File: src/rtl/panel_touch_pkg.sv
// Shared constants and types for the resistive touch panel switch control
`default_nettype none

package panel_touch_pkg;

	// Panel terminal indices: x plus, x minus, y plus, y minus
	localparam int NUM_TERMS = 4;
	localparam int TERM_X_PLUS = 0;
	localparam int TERM_X_MINUS = 1;
	localparam int TERM_Y_PLUS = 2;
	localparam int TERM_Y_MINUS = 3;

	// Serial control bus register map
	localparam logic [3:0] PANEL_CONTROL_ADDR = 4'h9;

	// Field layout of panel_control
	localparam int POW_LSB = 0;
	localparam int GND_LSB = 4;
	localparam int MODE_LSB = 8;
	localparam int BIAS_ENA_BIT = 11;
	localparam int DET_LSB = 12;
	localparam int CONFLICT_BIT = 14;
	localparam logic [15:0] PANEL_CONTROL_RESET = 16'h0000;

	// Panel mode field encoding
	localparam logic [1:0] MODE_INTERRUPT = 2'h0;
	localparam logic [1:0] MODE_PRESSURE = 2'h1;

	// Converter multiplexer codes
	localparam logic [3:0] MUX_CURRENT_MON = 4'h8;

	typedef struct packed {
		logic [NUM_TERMS-1:0] pow;
		logic [NUM_TERMS-1:0] gnd;
	} switch_req_t;

	typedef struct packed {
		logic        bias_ena;
		logic [1:0]  mode;
		switch_req_t sw;
	} panel_ctrl_t;

endpackage : panel_touch_pkg

`default_nettype wire

File: src/rtl/panel_switch_ctrl.sv
// Touch panel switch matrix, bias and converter routing control
// Operation
// - Each panel terminal independently floating, biased or grounded from control register.
// - Terminal requested both biased and grounded is grounded only.
// - Touch detection and events keep working during standby.
// - Press event on detector falling edge, release on rising edge, when enabled and in interrupt mode.
// - Detectors sense both filtered X terminals and feed interrupt logic.
// - Mode 00 interrupt pull-up, 01 pressure active bias, 1X position active bias.
// - Pressure mode routes current monitor; other modes follow input select.
// - Mode and terminal settings live in control register at address 9.
// - Any one panel terminal selectable as converter input.
// - Powered and grounded assignments may be swapped freely.
// - Interrupt mode biases panel only through passive pull-up.
// - Converter multiplexer follows host converter input select field outside pressure mode.
`timescale 1ns/1ps
`default_nettype none

module panel_switch_ctrl (
	// Clock and reset
	input  wire logic        SYS_CLK_IN,
	input  wire logic        ARST_N_IN,
	// Register access from the serial control bus framing
	input  wire logic [3:0]  REG_ADDR_IN,
	input  wire logic        REG_WR_IN,
	input  wire logic        REG_RD_IN,
	input  wire logic [15:0] REG_WDATA_IN,
	output logic      [15:0] REG_RDATA_OUT,
	output logic             REG_RD_HIT_OUT,
	// Converter input select field and power state
	input  wire logic [2:0]  ADC_INPUT_SEL_IN,
	input  wire logic        STANDBY_IN,
	// Filtered Schmitt-trigger detector outputs on the X terminals
	input  wire logic        X_PLUS_DET_IN,
	input  wire logic        X_MINUS_DET_IN,
	// Edge enables from the shared interrupt controller
	input  wire logic        TOUCH_FALL_ENA_IN,
	input  wire logic        TOUCH_RISE_ENA_IN,
	// Switch matrix and bias controls
	output logic      [3:0]  TERM_POWER_EN_OUT,
	output logic      [3:0]  TERM_GROUND_EN_OUT,
	output logic             PULLUP_EN_OUT,
	output logic             BIAS_EN_OUT,
	output logic      [3:0]  ADC_MUX_SEL_OUT,
	// Touch events to the shared interrupt controller
	output logic             TOUCH_PRESS_OUT,
	output logic             TOUCH_RELEASE_OUT,
	output logic             TOUCH_LEVEL_OUT
);

	panel_touch_pkg::panel_ctrl_t ctrl_ff;
	panel_touch_pkg::panel_ctrl_t nxt_ctrl;
	logic [15:0]                  rdata_ff;
	logic [15:0]                  nxt_rdata;
	logic                         rd_hit_ff;
	logic                         nxt_rd_hit;
	logic [3:0]                   pow_ff;
	logic [3:0]                   nxt_pow;
	logic [3:0]                   gnd_ff;
	logic                         pullup_ff;
	logic                         nxt_pullup;
	logic                         bias_ff;
	logic                         nxt_bias;
	logic [3:0]                   mux_ff;
	logic [3:0]                   nxt_mux;
	logic                         press_ff;
	logic                         nxt_press;
	logic                         release_ff;
	logic                         nxt_release;
	logic                         touched_level;
	logic [0:0]                   touch_rise;
	logic [0:0]                   touch_fall;
	logic                         reg_sel;
	logic                         conflict;
	logic                         irq_mode;
	logic [15:0]                  readback;

	////////////////////////////////////////////////////////////////////////////////
	// Control register

	assign reg_sel = (REG_ADDR_IN == panel_touch_pkg::PANEL_CONTROL_ADDR);

	always_comb
	begin
		// A write and a read in one cycle return the old value
		nxt_ctrl = ctrl_ff;
		if (REG_WR_IN && reg_sel)
		begin
			nxt_ctrl.sw.pow = REG_WDATA_IN[panel_touch_pkg::POW_LSB +: 4];
			nxt_ctrl.sw.gnd = REG_WDATA_IN[panel_touch_pkg::GND_LSB +: 4];
			nxt_ctrl.mode = REG_WDATA_IN[panel_touch_pkg::MODE_LSB +: 2];
			nxt_ctrl.bias_ena = REG_WDATA_IN[panel_touch_pkg::BIAS_ENA_BIT];
		end
	end

	// Conflict shows the request as written, not the resolved switches
	assign conflict = |(ctrl_ff.sw.pow & ctrl_ff.sw.gnd);

	always_comb
	begin
		readback = 16'h0000;
		readback[panel_touch_pkg::POW_LSB +: 4] = ctrl_ff.sw.pow;
		readback[panel_touch_pkg::GND_LSB +: 4] = ctrl_ff.sw.gnd;
		readback[panel_touch_pkg::MODE_LSB +: 2] = ctrl_ff.mode;
		readback[panel_touch_pkg::BIAS_ENA_BIT] = ctrl_ff.bias_ena;
		// Live detector levels and conflict indication are read-only
		readback[panel_touch_pkg::DET_LSB] = X_PLUS_DET_IN;
		readback[panel_touch_pkg::DET_LSB + 1] = X_MINUS_DET_IN;
		readback[panel_touch_pkg::CONFLICT_BIT] = conflict;
	end

	always_comb
	begin
		// Read data holds until the next read, so the host may fetch it late
		nxt_rd_hit = REG_RD_IN && reg_sel;
		nxt_rdata = rdata_ff;
		if (REG_RD_IN && reg_sel)
		begin
			nxt_rdata = readback;
		end
	end

	always_ff @(posedge SYS_CLK_IN or negedge ARST_N_IN)
	begin
		if (!ARST_N_IN)
		begin
			ctrl_ff.sw.pow <= panel_touch_pkg::PANEL_CONTROL_RESET[panel_touch_pkg::POW_LSB +: 4];
			ctrl_ff.sw.gnd <= panel_touch_pkg::PANEL_CONTROL_RESET[panel_touch_pkg::GND_LSB +: 4];
			ctrl_ff.mode <= panel_touch_pkg::PANEL_CONTROL_RESET[panel_touch_pkg::MODE_LSB +: 2];
			ctrl_ff.bias_ena <= panel_touch_pkg::PANEL_CONTROL_RESET[panel_touch_pkg::BIAS_ENA_BIT];
			rdata_ff <= 16'h0000;
			rd_hit_ff <= 1'b0;
		end
		else
		begin
			ctrl_ff <= nxt_ctrl;
			rdata_ff <= nxt_rdata;
			rd_hit_ff <= nxt_rd_hit;
		end
	end

	////////////////////////////////////////////////////////////////////////////////
	// Switch matrix, one switch pair per panel terminal

	// Each terminal resolves its own conflict, so one bad request never disturbs the rest
	for (genvar t = 0; t < panel_touch_pkg::NUM_TERMS; t++)
	begin : g_term
		logic term_pow_ff;
		logic nxt_term_pow;
		logic term_gnd_ff;
		logic nxt_term_gnd;

		always_comb
		begin
			// Ground always wins, so a terminal can never be shorted to the bias source
			nxt_term_gnd = ctrl_ff.sw.gnd[t];
			// Plates are treated alike, so powered and grounded roles may be swapped
			nxt_term_pow = ctrl_ff.sw.pow[t] && !ctrl_ff.sw.gnd[t];
		end

		// Reset opens both switches, leaving the terminal floating
		always_ff @(posedge SYS_CLK_IN or negedge ARST_N_IN)
		begin
			if (!ARST_N_IN)
			begin
				term_pow_ff <= 1'b0;
				term_gnd_ff <= 1'b0;
			end
			else
			begin
				term_pow_ff <= nxt_term_pow;
				term_gnd_ff <= nxt_term_gnd;
			end
		end

		assign nxt_pow[t] = nxt_term_pow;
		assign pow_ff[t] = term_pow_ff;
		assign gnd_ff[t] = term_gnd_ff;
	end

	////////////////////////////////////////////////////////////////////////////////
	// Bias source

	// Only interrupt mode may run the panel from the pull-up resistor
	assign irq_mode = (ctrl_ff.mode == panel_touch_pkg::MODE_INTERRUPT);

	always_comb
	begin
		// Interrupt mode feeds the powered terminals from the pull-up resistor only
		nxt_pullup = irq_mode && (|nxt_pow);
		// Standby drops the active bias but keeps the pull-up path for detection
		nxt_bias = !irq_mode && ctrl_ff.bias_ena && !STANDBY_IN;
	end

	always_ff @(posedge SYS_CLK_IN or negedge ARST_N_IN)
	begin
		if (!ARST_N_IN)
		begin
			pullup_ff <= 1'b0;
			bias_ff <= 1'b0;
		end
		else
		begin
			pullup_ff <= nxt_pullup;
			bias_ff <= nxt_bias;
		end
	end

	////////////////////////////////////////////////////////////////////////////////
	// Converter input routing

	always_comb
	begin
		if (ctrl_ff.mode == panel_touch_pkg::MODE_PRESSURE)
		begin
			nxt_mux = panel_touch_pkg::MUX_CURRENT_MON;
		end
		else
		begin
			// Codes 0 to 3 pick one panel terminal, 4 to 7 the auxiliary inputs
			nxt_mux = {1'b0, ADC_INPUT_SEL_IN};
		end
	end

	always_ff @(posedge SYS_CLK_IN or negedge ARST_N_IN)
	begin
		if (!ARST_N_IN)
		begin
			mux_ff <= 4'h0;
		end
		else
		begin
			mux_ff <= nxt_mux;
		end
	end

	////////////////////////////////////////////////////////////////////////////////
	// Touch detection, independent of standby

	// Either X terminal dropping counts as touched
	assign touched_level = X_PLUS_DET_IN & X_MINUS_DET_IN;

	// Previous level starts high, matching an untouched panel after reset
	touch_edge_detect #(
		.CHANNELS (1)
	) u_edge (
		.clk_in    (SYS_CLK_IN),
		.arst_n_in (ARST_N_IN),
		.level_in  (touched_level),
		.rise_out  (touch_rise),
		.fall_out  (touch_fall)
	);

	always_comb
	begin
		// Only pulses leave; sticky status flags live in the shared interrupt controller
		// Measurement modes toggle the plates, so edges count only in interrupt mode
		nxt_press = touch_fall[0] && TOUCH_FALL_ENA_IN && irq_mode;
		nxt_release = touch_rise[0] && TOUCH_RISE_ENA_IN && irq_mode;
	end

	always_ff @(posedge SYS_CLK_IN or negedge ARST_N_IN)
	begin
		if (!ARST_N_IN)
		begin
			press_ff <= 1'b0;
			release_ff <= 1'b0;
		end
		else
		begin
			press_ff <= nxt_press;
			release_ff <= nxt_release;
		end
	end

	////////////////////////////////////////////////////////////////////////////////
	// Outputs

	assign REG_RDATA_OUT = rdata_ff;
	assign REG_RD_HIT_OUT = rd_hit_ff;
	assign TERM_POWER_EN_OUT = pow_ff;
	assign TERM_GROUND_EN_OUT = gnd_ff;
	assign PULLUP_EN_OUT = pullup_ff;
	assign BIAS_EN_OUT = bias_ff;
	assign ADC_MUX_SEL_OUT = mux_ff;
	assign TOUCH_PRESS_OUT = press_ff;
	assign TOUCH_RELEASE_OUT = release_ff;
	// Level is combinational so firmware can poll a touch without delay
	assign TOUCH_LEVEL_OUT = touched_level;

endmodule : panel_switch_ctrl

`default_nettype wire

File: src/rtl/touch_edge_detect.sv
// Edge detector for filtered touch detector levels
`timescale 1ns/1ps
`default_nettype none

module touch_edge_detect #(
	parameter int CHANNELS = 1
) (
	// Clock and reset
	input  wire logic                clk_in,
	input  wire logic                arst_n_in,
	// Detector levels
	input  wire logic [CHANNELS-1:0] level_in,
	// One-cycle edge pulses
	output logic      [CHANNELS-1:0] rise_out,
	output logic      [CHANNELS-1:0] fall_out
);

	logic [CHANNELS-1:0] prev_ff;
	logic [CHANNELS-1:0] nxt_prev;
	logic [CHANNELS-1:0] rise_ff;
	logic [CHANNELS-1:0] nxt_rise;
	logic [CHANNELS-1:0] fall_ff;
	logic [CHANNELS-1:0] nxt_fall;

	////////////////////////////////////////////////////////////////////////////////
	always_comb
	begin
		nxt_prev = level_in;
		nxt_rise = level_in & ~prev_ff;
		nxt_fall = ~level_in & prev_ff;
	end

	// Previous level resets high (untouched) so release of reset raises no event
	always_ff @(posedge clk_in or negedge arst_n_in)
	begin
		if (!arst_n_in)
		begin
			prev_ff <= '1;
			rise_ff <= '0;
			fall_ff <= '0;
		end
		else
		begin
			prev_ff <= nxt_prev;
			rise_ff <= nxt_rise;
			fall_ff <= nxt_fall;
		end
	end

	assign rise_out = rise_ff;
	assign fall_out = fall_ff;

endmodule : touch_edge_detect

`default_nettype wire

File: config.mk
export PLATFORM = sky130hd
export DESIGN_NAME = panel_switch_ctrl
export DESIGN_NICKNAME = d
export VERILOG_FILES = /design/src/rtl/panel_touch_pkg.sv /design/src/rtl/panel_switch_ctrl.sv /design/src/rtl/touch_edge_detect.sv
export SDC_FILE = /design/constraint.sdc
export NUM_CORES = 1
export LEC_CHECK = 0
export BUFFER_PORTS_ARGS = -buffer_cell sky130_fd_sc_hd__buf_2
export CAP_MARGIN = 20
export CORE_MARGIN = 2
export CORE_UTILIZATION = 43
export CTS_CLUSTER_SIZE = 40
export DETAILED_ROUTE_END_ITERATION = 7
export GPL_ROUTABILITY_DRIVEN = 1
export GPL_TIMING_DRIVEN = 0
export PLACE_DENSITY = 0.73
export SKIP_CTS_REPAIR_TIMING = 1
export SLEW_MARGIN = 5
export SYNTH_ARGS = -nofsm -noshare
export SYNTH_HDL_FRONTEND = slang
export SYNTH_SLANG_ARGS = --single-unit
File: constraint.sdc
create_clock -name SYS_CLK_IN -period 1.1 [get_ports SYS_CLK_IN]
set_clock_uncertainty 0.1 [all_clocks]
set_input_delay 0.055 -clock SYS_CLK_IN [delete_from_list [all_inputs] [get_ports SYS_CLK_IN]]
set_output_delay 0.055 -clock SYS_CLK_IN [all_outputs]
set_load 0.02 [all_outputs]
# Yosys cells after proc, flatten, opt, wreduce, memory -nomap -nowiden
# Cells that the tools add are included.
# totals
inputBits	32
regBits	45
# op_classes
n_eq_ne	2
n_mux	1
n_reduce_logical	22
bitwise_logic	6
# op_table
operator	n
logical AND 1 bit	13
OR reduction 4 bit	2
zero test 1 bit	6
AND 4 bit	1
equality test 4 bit (second input constant)	1
two-way mux 4 bit	1
AND 1 bit	3
equality test 2 x 1 -> 1 bit (second input constant)	1
zero test 2 bit	1
NOT 1 bit	2

# Depth between registers and ports, before layout
# depth
ltp_word	4
mapped_depth	4

# Hierarchy
# A second synthesis with hierarchy kept.
# hier_totals
cells_unflattened	107
area_unflattened_um2	1705.4
# modules_own_cells
module	n_inst	area_each_um2	seq_area_each_um2	cells_per_inst
panel_switch_ctrl	1	1614.0	1051.0	102
touch_edge_detect	1	91.3	76.3	5

# Worst setup path after synthesis
# No wires, ideal clock.
# synth_timing
path_type	input -> register
from	in REG_ADDR_IN[2]
to	reg rdata_ff[11] (netlist: REG_RDATA_OUT[11])
path_slack_ps	-43
arrival_time_ps	918
cell_stages	4
n_path_buf	1
path_cell_list	and4bb_2 > nand2_4 > buf_6 > mux2_4
# synth_via
elab_chain_len	2
# synth_lines
item	line_no	source
start: declaration	panel_switch_ctrl.sv:23	input wire logic [3:0] REG_ADDR_IN,
equality test 4 bit	panel_switch_ctrl.sv:80	assign reg_sel = (REG_ADDR_IN == panel_touch_pkg::PANEL_CONTROL_ADDR);
logical AND 1 bit	panel_switch_ctrl.sv:116	if (REG_RD_IN && reg_sel)
end signal: assignment	panel_switch_ctrl.sv:136	rdata_ff <= nxt_rdata;
end: declaration	panel_switch_ctrl.sv:52	logic [15:0] rdata_ff;
# No other way between the ends.
# A chain may end at the register's enable or synchronous reset.

# Worst setup path after layout
# layout_timing
from	reg ctrl_ff[6] in the netlist's numbering
to	reg pullup_ff (netlist: PULLUP_EN_OUT)
# layout_via
elab_chain_len	3
# layout_lines
item	line_no	source
start: declaration	panel_switch_ctrl.sv:50	panel_touch_pkg::panel_ctrl_t ctrl_ff;
start signal: assignment	panel_switch_ctrl.sv:135	ctrl_ff <= nxt_ctrl;
logical AND 1 bit	panel_switch_ctrl.sv:157	nxt_term_pow = ctrl_ff.sw.pow[t] && !ctrl_ff.sw.gnd[t];
via g_term[2].nxt_term_pow	panel_switch_ctrl.sv:148	logic nxt_term_pow;
OR reduction 4 bit	panel_switch_ctrl.sv:189	nxt_pullup = irq_mode && (|nxt_pow);
logical AND 1 bit	panel_switch_ctrl.sv:189	
via nxt_pullup	panel_switch_ctrl.sv:60	logic nxt_pullup;
end signal: assignment	panel_switch_ctrl.sv:203	pullup_ff <= nxt_pullup;
end: declaration	panel_switch_ctrl.sv:59	logic pullup_ff;
# The timed path passes the listed nets, and every way through them passes these cells.

==> flow_summary.ini <==
[outcome]
status = complete, but fails checks
violations = hold timing, setup timing

[clock_tree]
cts.clk_slew.worst_paths_ns = 0.08
cts-root-buf = clkbuf_8
cts.sink_count = 45
cts_made_buffers = 5
htree_levels = 2
cts_tree = yes
clk_lat_worst_skew_ns = 0.28
cts.path.max_buffers = 2

[yosys]
synth_seq_cells = 45
synthesis.yosys.warnings = 0
synth_cells = 108
async_reset_ff_share_pct = 100.0
synth_enable_flop_cells = 0
dominantRegCellSynth = dfrtp_1
syn-cell-area_mm2 = 0.001702
synth_sequential_area_ratio_pct = 66.25
synth.lib_cells_used.distinct = 23
syn_area_per_cell_um2 = 15.76

[grt]
grt_pass1_vias = 1057
initial_antenna_violation_count = 0
grt.total_usage_pct = 14.62
maximum_number_of_pins_on_one_net_before_global_route_repair = 46
grt_pass1_wl_um = 4692
grt_overflow = 0

[sta]
final_setup_violating_endpoints = 2
timing.slew.headroom_pct = 36.60
finalWorstPathRequiredPeriod_ns = 1.202
max_clock_freq_ghz = 0.8317
final.setup.worst_slack_ns = -0.1023
timing.final.crit_share_pct = 109.3
drv_slew = 0
grt_setup_unrepaired = yes
hold_slack_ns = -0.1928
worst_slew_pin_slew_ns = 0.9510
timing_hold_violations_final = 44

[power]
leakage_nw = 1.339
irDropWorstVdd_v = 0.001197
power.density_cell_area_mw_per_mm2 = 1878

[floorplan]
rows = 22
die_height_um = 66.91
io-pin-count = 66
overall_die_width_um = 66.91
placeableCoreArea_mm2 = 0.003744
initial_utilization_pct = 45.45
die_area_mm2 = 0.004476

[cells_and_area]
layout.cells.most_common_list = buf_2 (52), dfrtp_1 (41), dlygate4sd3_1 (22)
most_common_library_cell_in_the_layout_ignoring_fill_and_taps = buf_2
antenna-diode-count = 0
area_delta_synth_final_pct = 46.40
drive_above_1_share_pct = 59.02
nets = 236
num-fill-cells = 279
postLayoutCellArea_mm2 = 0.002491
fin_cells = 253

[setup_path]
critical_path_startpoint_category = flip-flop
ff2ff_path_depth = 2
crit_path_max_fanout = 4
cp_data_arrival_time_ns = 1.27
required_ns = 1.16
timing.critical_path.to_type = flip-flop
classification_of_the_worst_setup_path = reg -> reg

[route]
initialDrtViolationCount = 29
drt-total-wl_um = 3405
route.antenna.remaining_nets = 0
routedWlPerCell_um = 13.46
drt-pass1-iter-count = 3
vias_per_cell = 4.458
vias = 1128
detail_route.drc_violations = 0

[placement]
globalplace.congestion = 0.7429
place_hpwl_um = 2198
port-buffer-count = 58
dp.cells = 215
postPlaceCellArea_mm2 = 0.002069

[job]
maxCapViolCount = 0

[worst_hold_path]
timing.hold.worst.class = in -> async
==> worst paths after layout <==
kind | from | end | slack (ns)
setup / recovery | ctrl_ff[6] | PULLUP_EN_OUT | -0.10
hold / removal | ARST_N_IN | REG_RDATA_OUT[1] | -0.19
setup reg to reg | ctrl_ff[6] | PULLUP_EN_OUT | -0.10
hold reg to reg | ctrl_ff[2] | g_term[2].term_gnd_ff | 0.36
max in group asynchronous | ARST_N_IN | ctrl_ff[3] | 0.43
min in group SYS_CLK_IN | X_MINUS_DET_IN | u_edge.fall_out | 0.02
==> power by group <==
group | switching [mW] | internal [mW] | leakage (nW)
Clock | 0.501 | 0.440 | 0.0450
Sequential | 0.225 | 2.01 | 0.565
Combinational | 0.691 | 0.807 | 0.729
Total | 1.42 | 3.26 | 1.34
==> registers in the layout, summed over array words and instances, names as in the netlist <==
name                count
u_edge.rise_out         1
g_term.term_pow_ff      4
BIAS_EN_OUT             1
ctrl_ff                11
u_edge.fall_out         1
TOUCH_PRESS_OUT         1
REG_RD_HIT_OUT          1
PULLUP_EN_OUT           1
u_edge.prev_ff          1
g_term.term_gnd_ff      4
ADC_MUX_SEL_OUT         4
TOUCH_RELEASE_OUT       1
REG_RDATA_OUT          14
==> stage by stage <==
| stage | worst slack (ns) | setup TNS [ns] | util (%) | total power [mW] |
|---|---|---|---|---|
| 2_1_floorplan | -0.04306 | -0.4232 | - | 3.053 |
| 3_5_place_dp | -0.2162 | -3.677 | 55.28 | 3.499 |
| 6_report | -0.1023 | -0.1847 | 66.54 | 4.678 |
| 3_3_place_gp | -0.1882 | -3.057 | 55.28 | 3.453 |
| 5_1_grt | -0.1337 | -0.2592 | 66.54 | 4.935 |
| 4_1_cts | -0.1128 | -0.1745 | 57.49 | 4.434 |
==> critical path: stages, from the launching register on <==
cell and delay [ns]:
dfrtp_1 0.43, nor2b_4 0.14, o41a_1 0.41
==> cells in the mapped netlist (2+ instances only) <==
cell type | count | share of area (%)
and2_1 | 4 | 1.5
buf_4 | 10 | 4.4
nor2b_1 | 4 | 1.5
and3_1 | 2 | 0.74
buf_6 | 2 | 1.3
mux2_2 | 15 | 9.9
mux2_4 | 9 | 7.9
dfrtp_1 | 44 | 65
nor2_1 | 2 | 0.44
inv_1 | 3 | 0.66
==> kinds of logic (layout without fill, tap and decap cells) <==
| family | after synthesis | count (layout) | share of synthesized area, % |
|---|---|---|---|
| other | 1 | 2 | 0.2204 |
| multiplexers | 24 | 24 | 17.87 |
| buffers and inverters | 15 | 111 | 6.397 |
| AND/OR/NAND/NOR | 18 | 18 | 6.912 |
| AO/OA/AOI/OAI | 5 | 5 | 2.353 |
| flip-flops | 45 | 45 | 66.25 |
==> per-layer routing <==
metal  global-route usage, %  share of wire (%)
met1                   16.80                 42
met2                   25.25                 53
met4                   6.888                1.0
met5                       0                  0
met3                   3.885                4.0
==> area by class of cell <==
type                       instances  area, um2  area share, %
sequential                        45       1131          45.40
timing repair buffer              88      608.1          24.41
multi-input combinational         49      500.5          20.09
buffer                            12      97.59          3.918
clock buffer                       6      72.57          2.913
tap                               48      60.06          2.411
inverter                           3      11.26         0.4520
clock inverter                     2      10.01         0.4018
No activity file was read; power rests on OpenSTA's default activity.
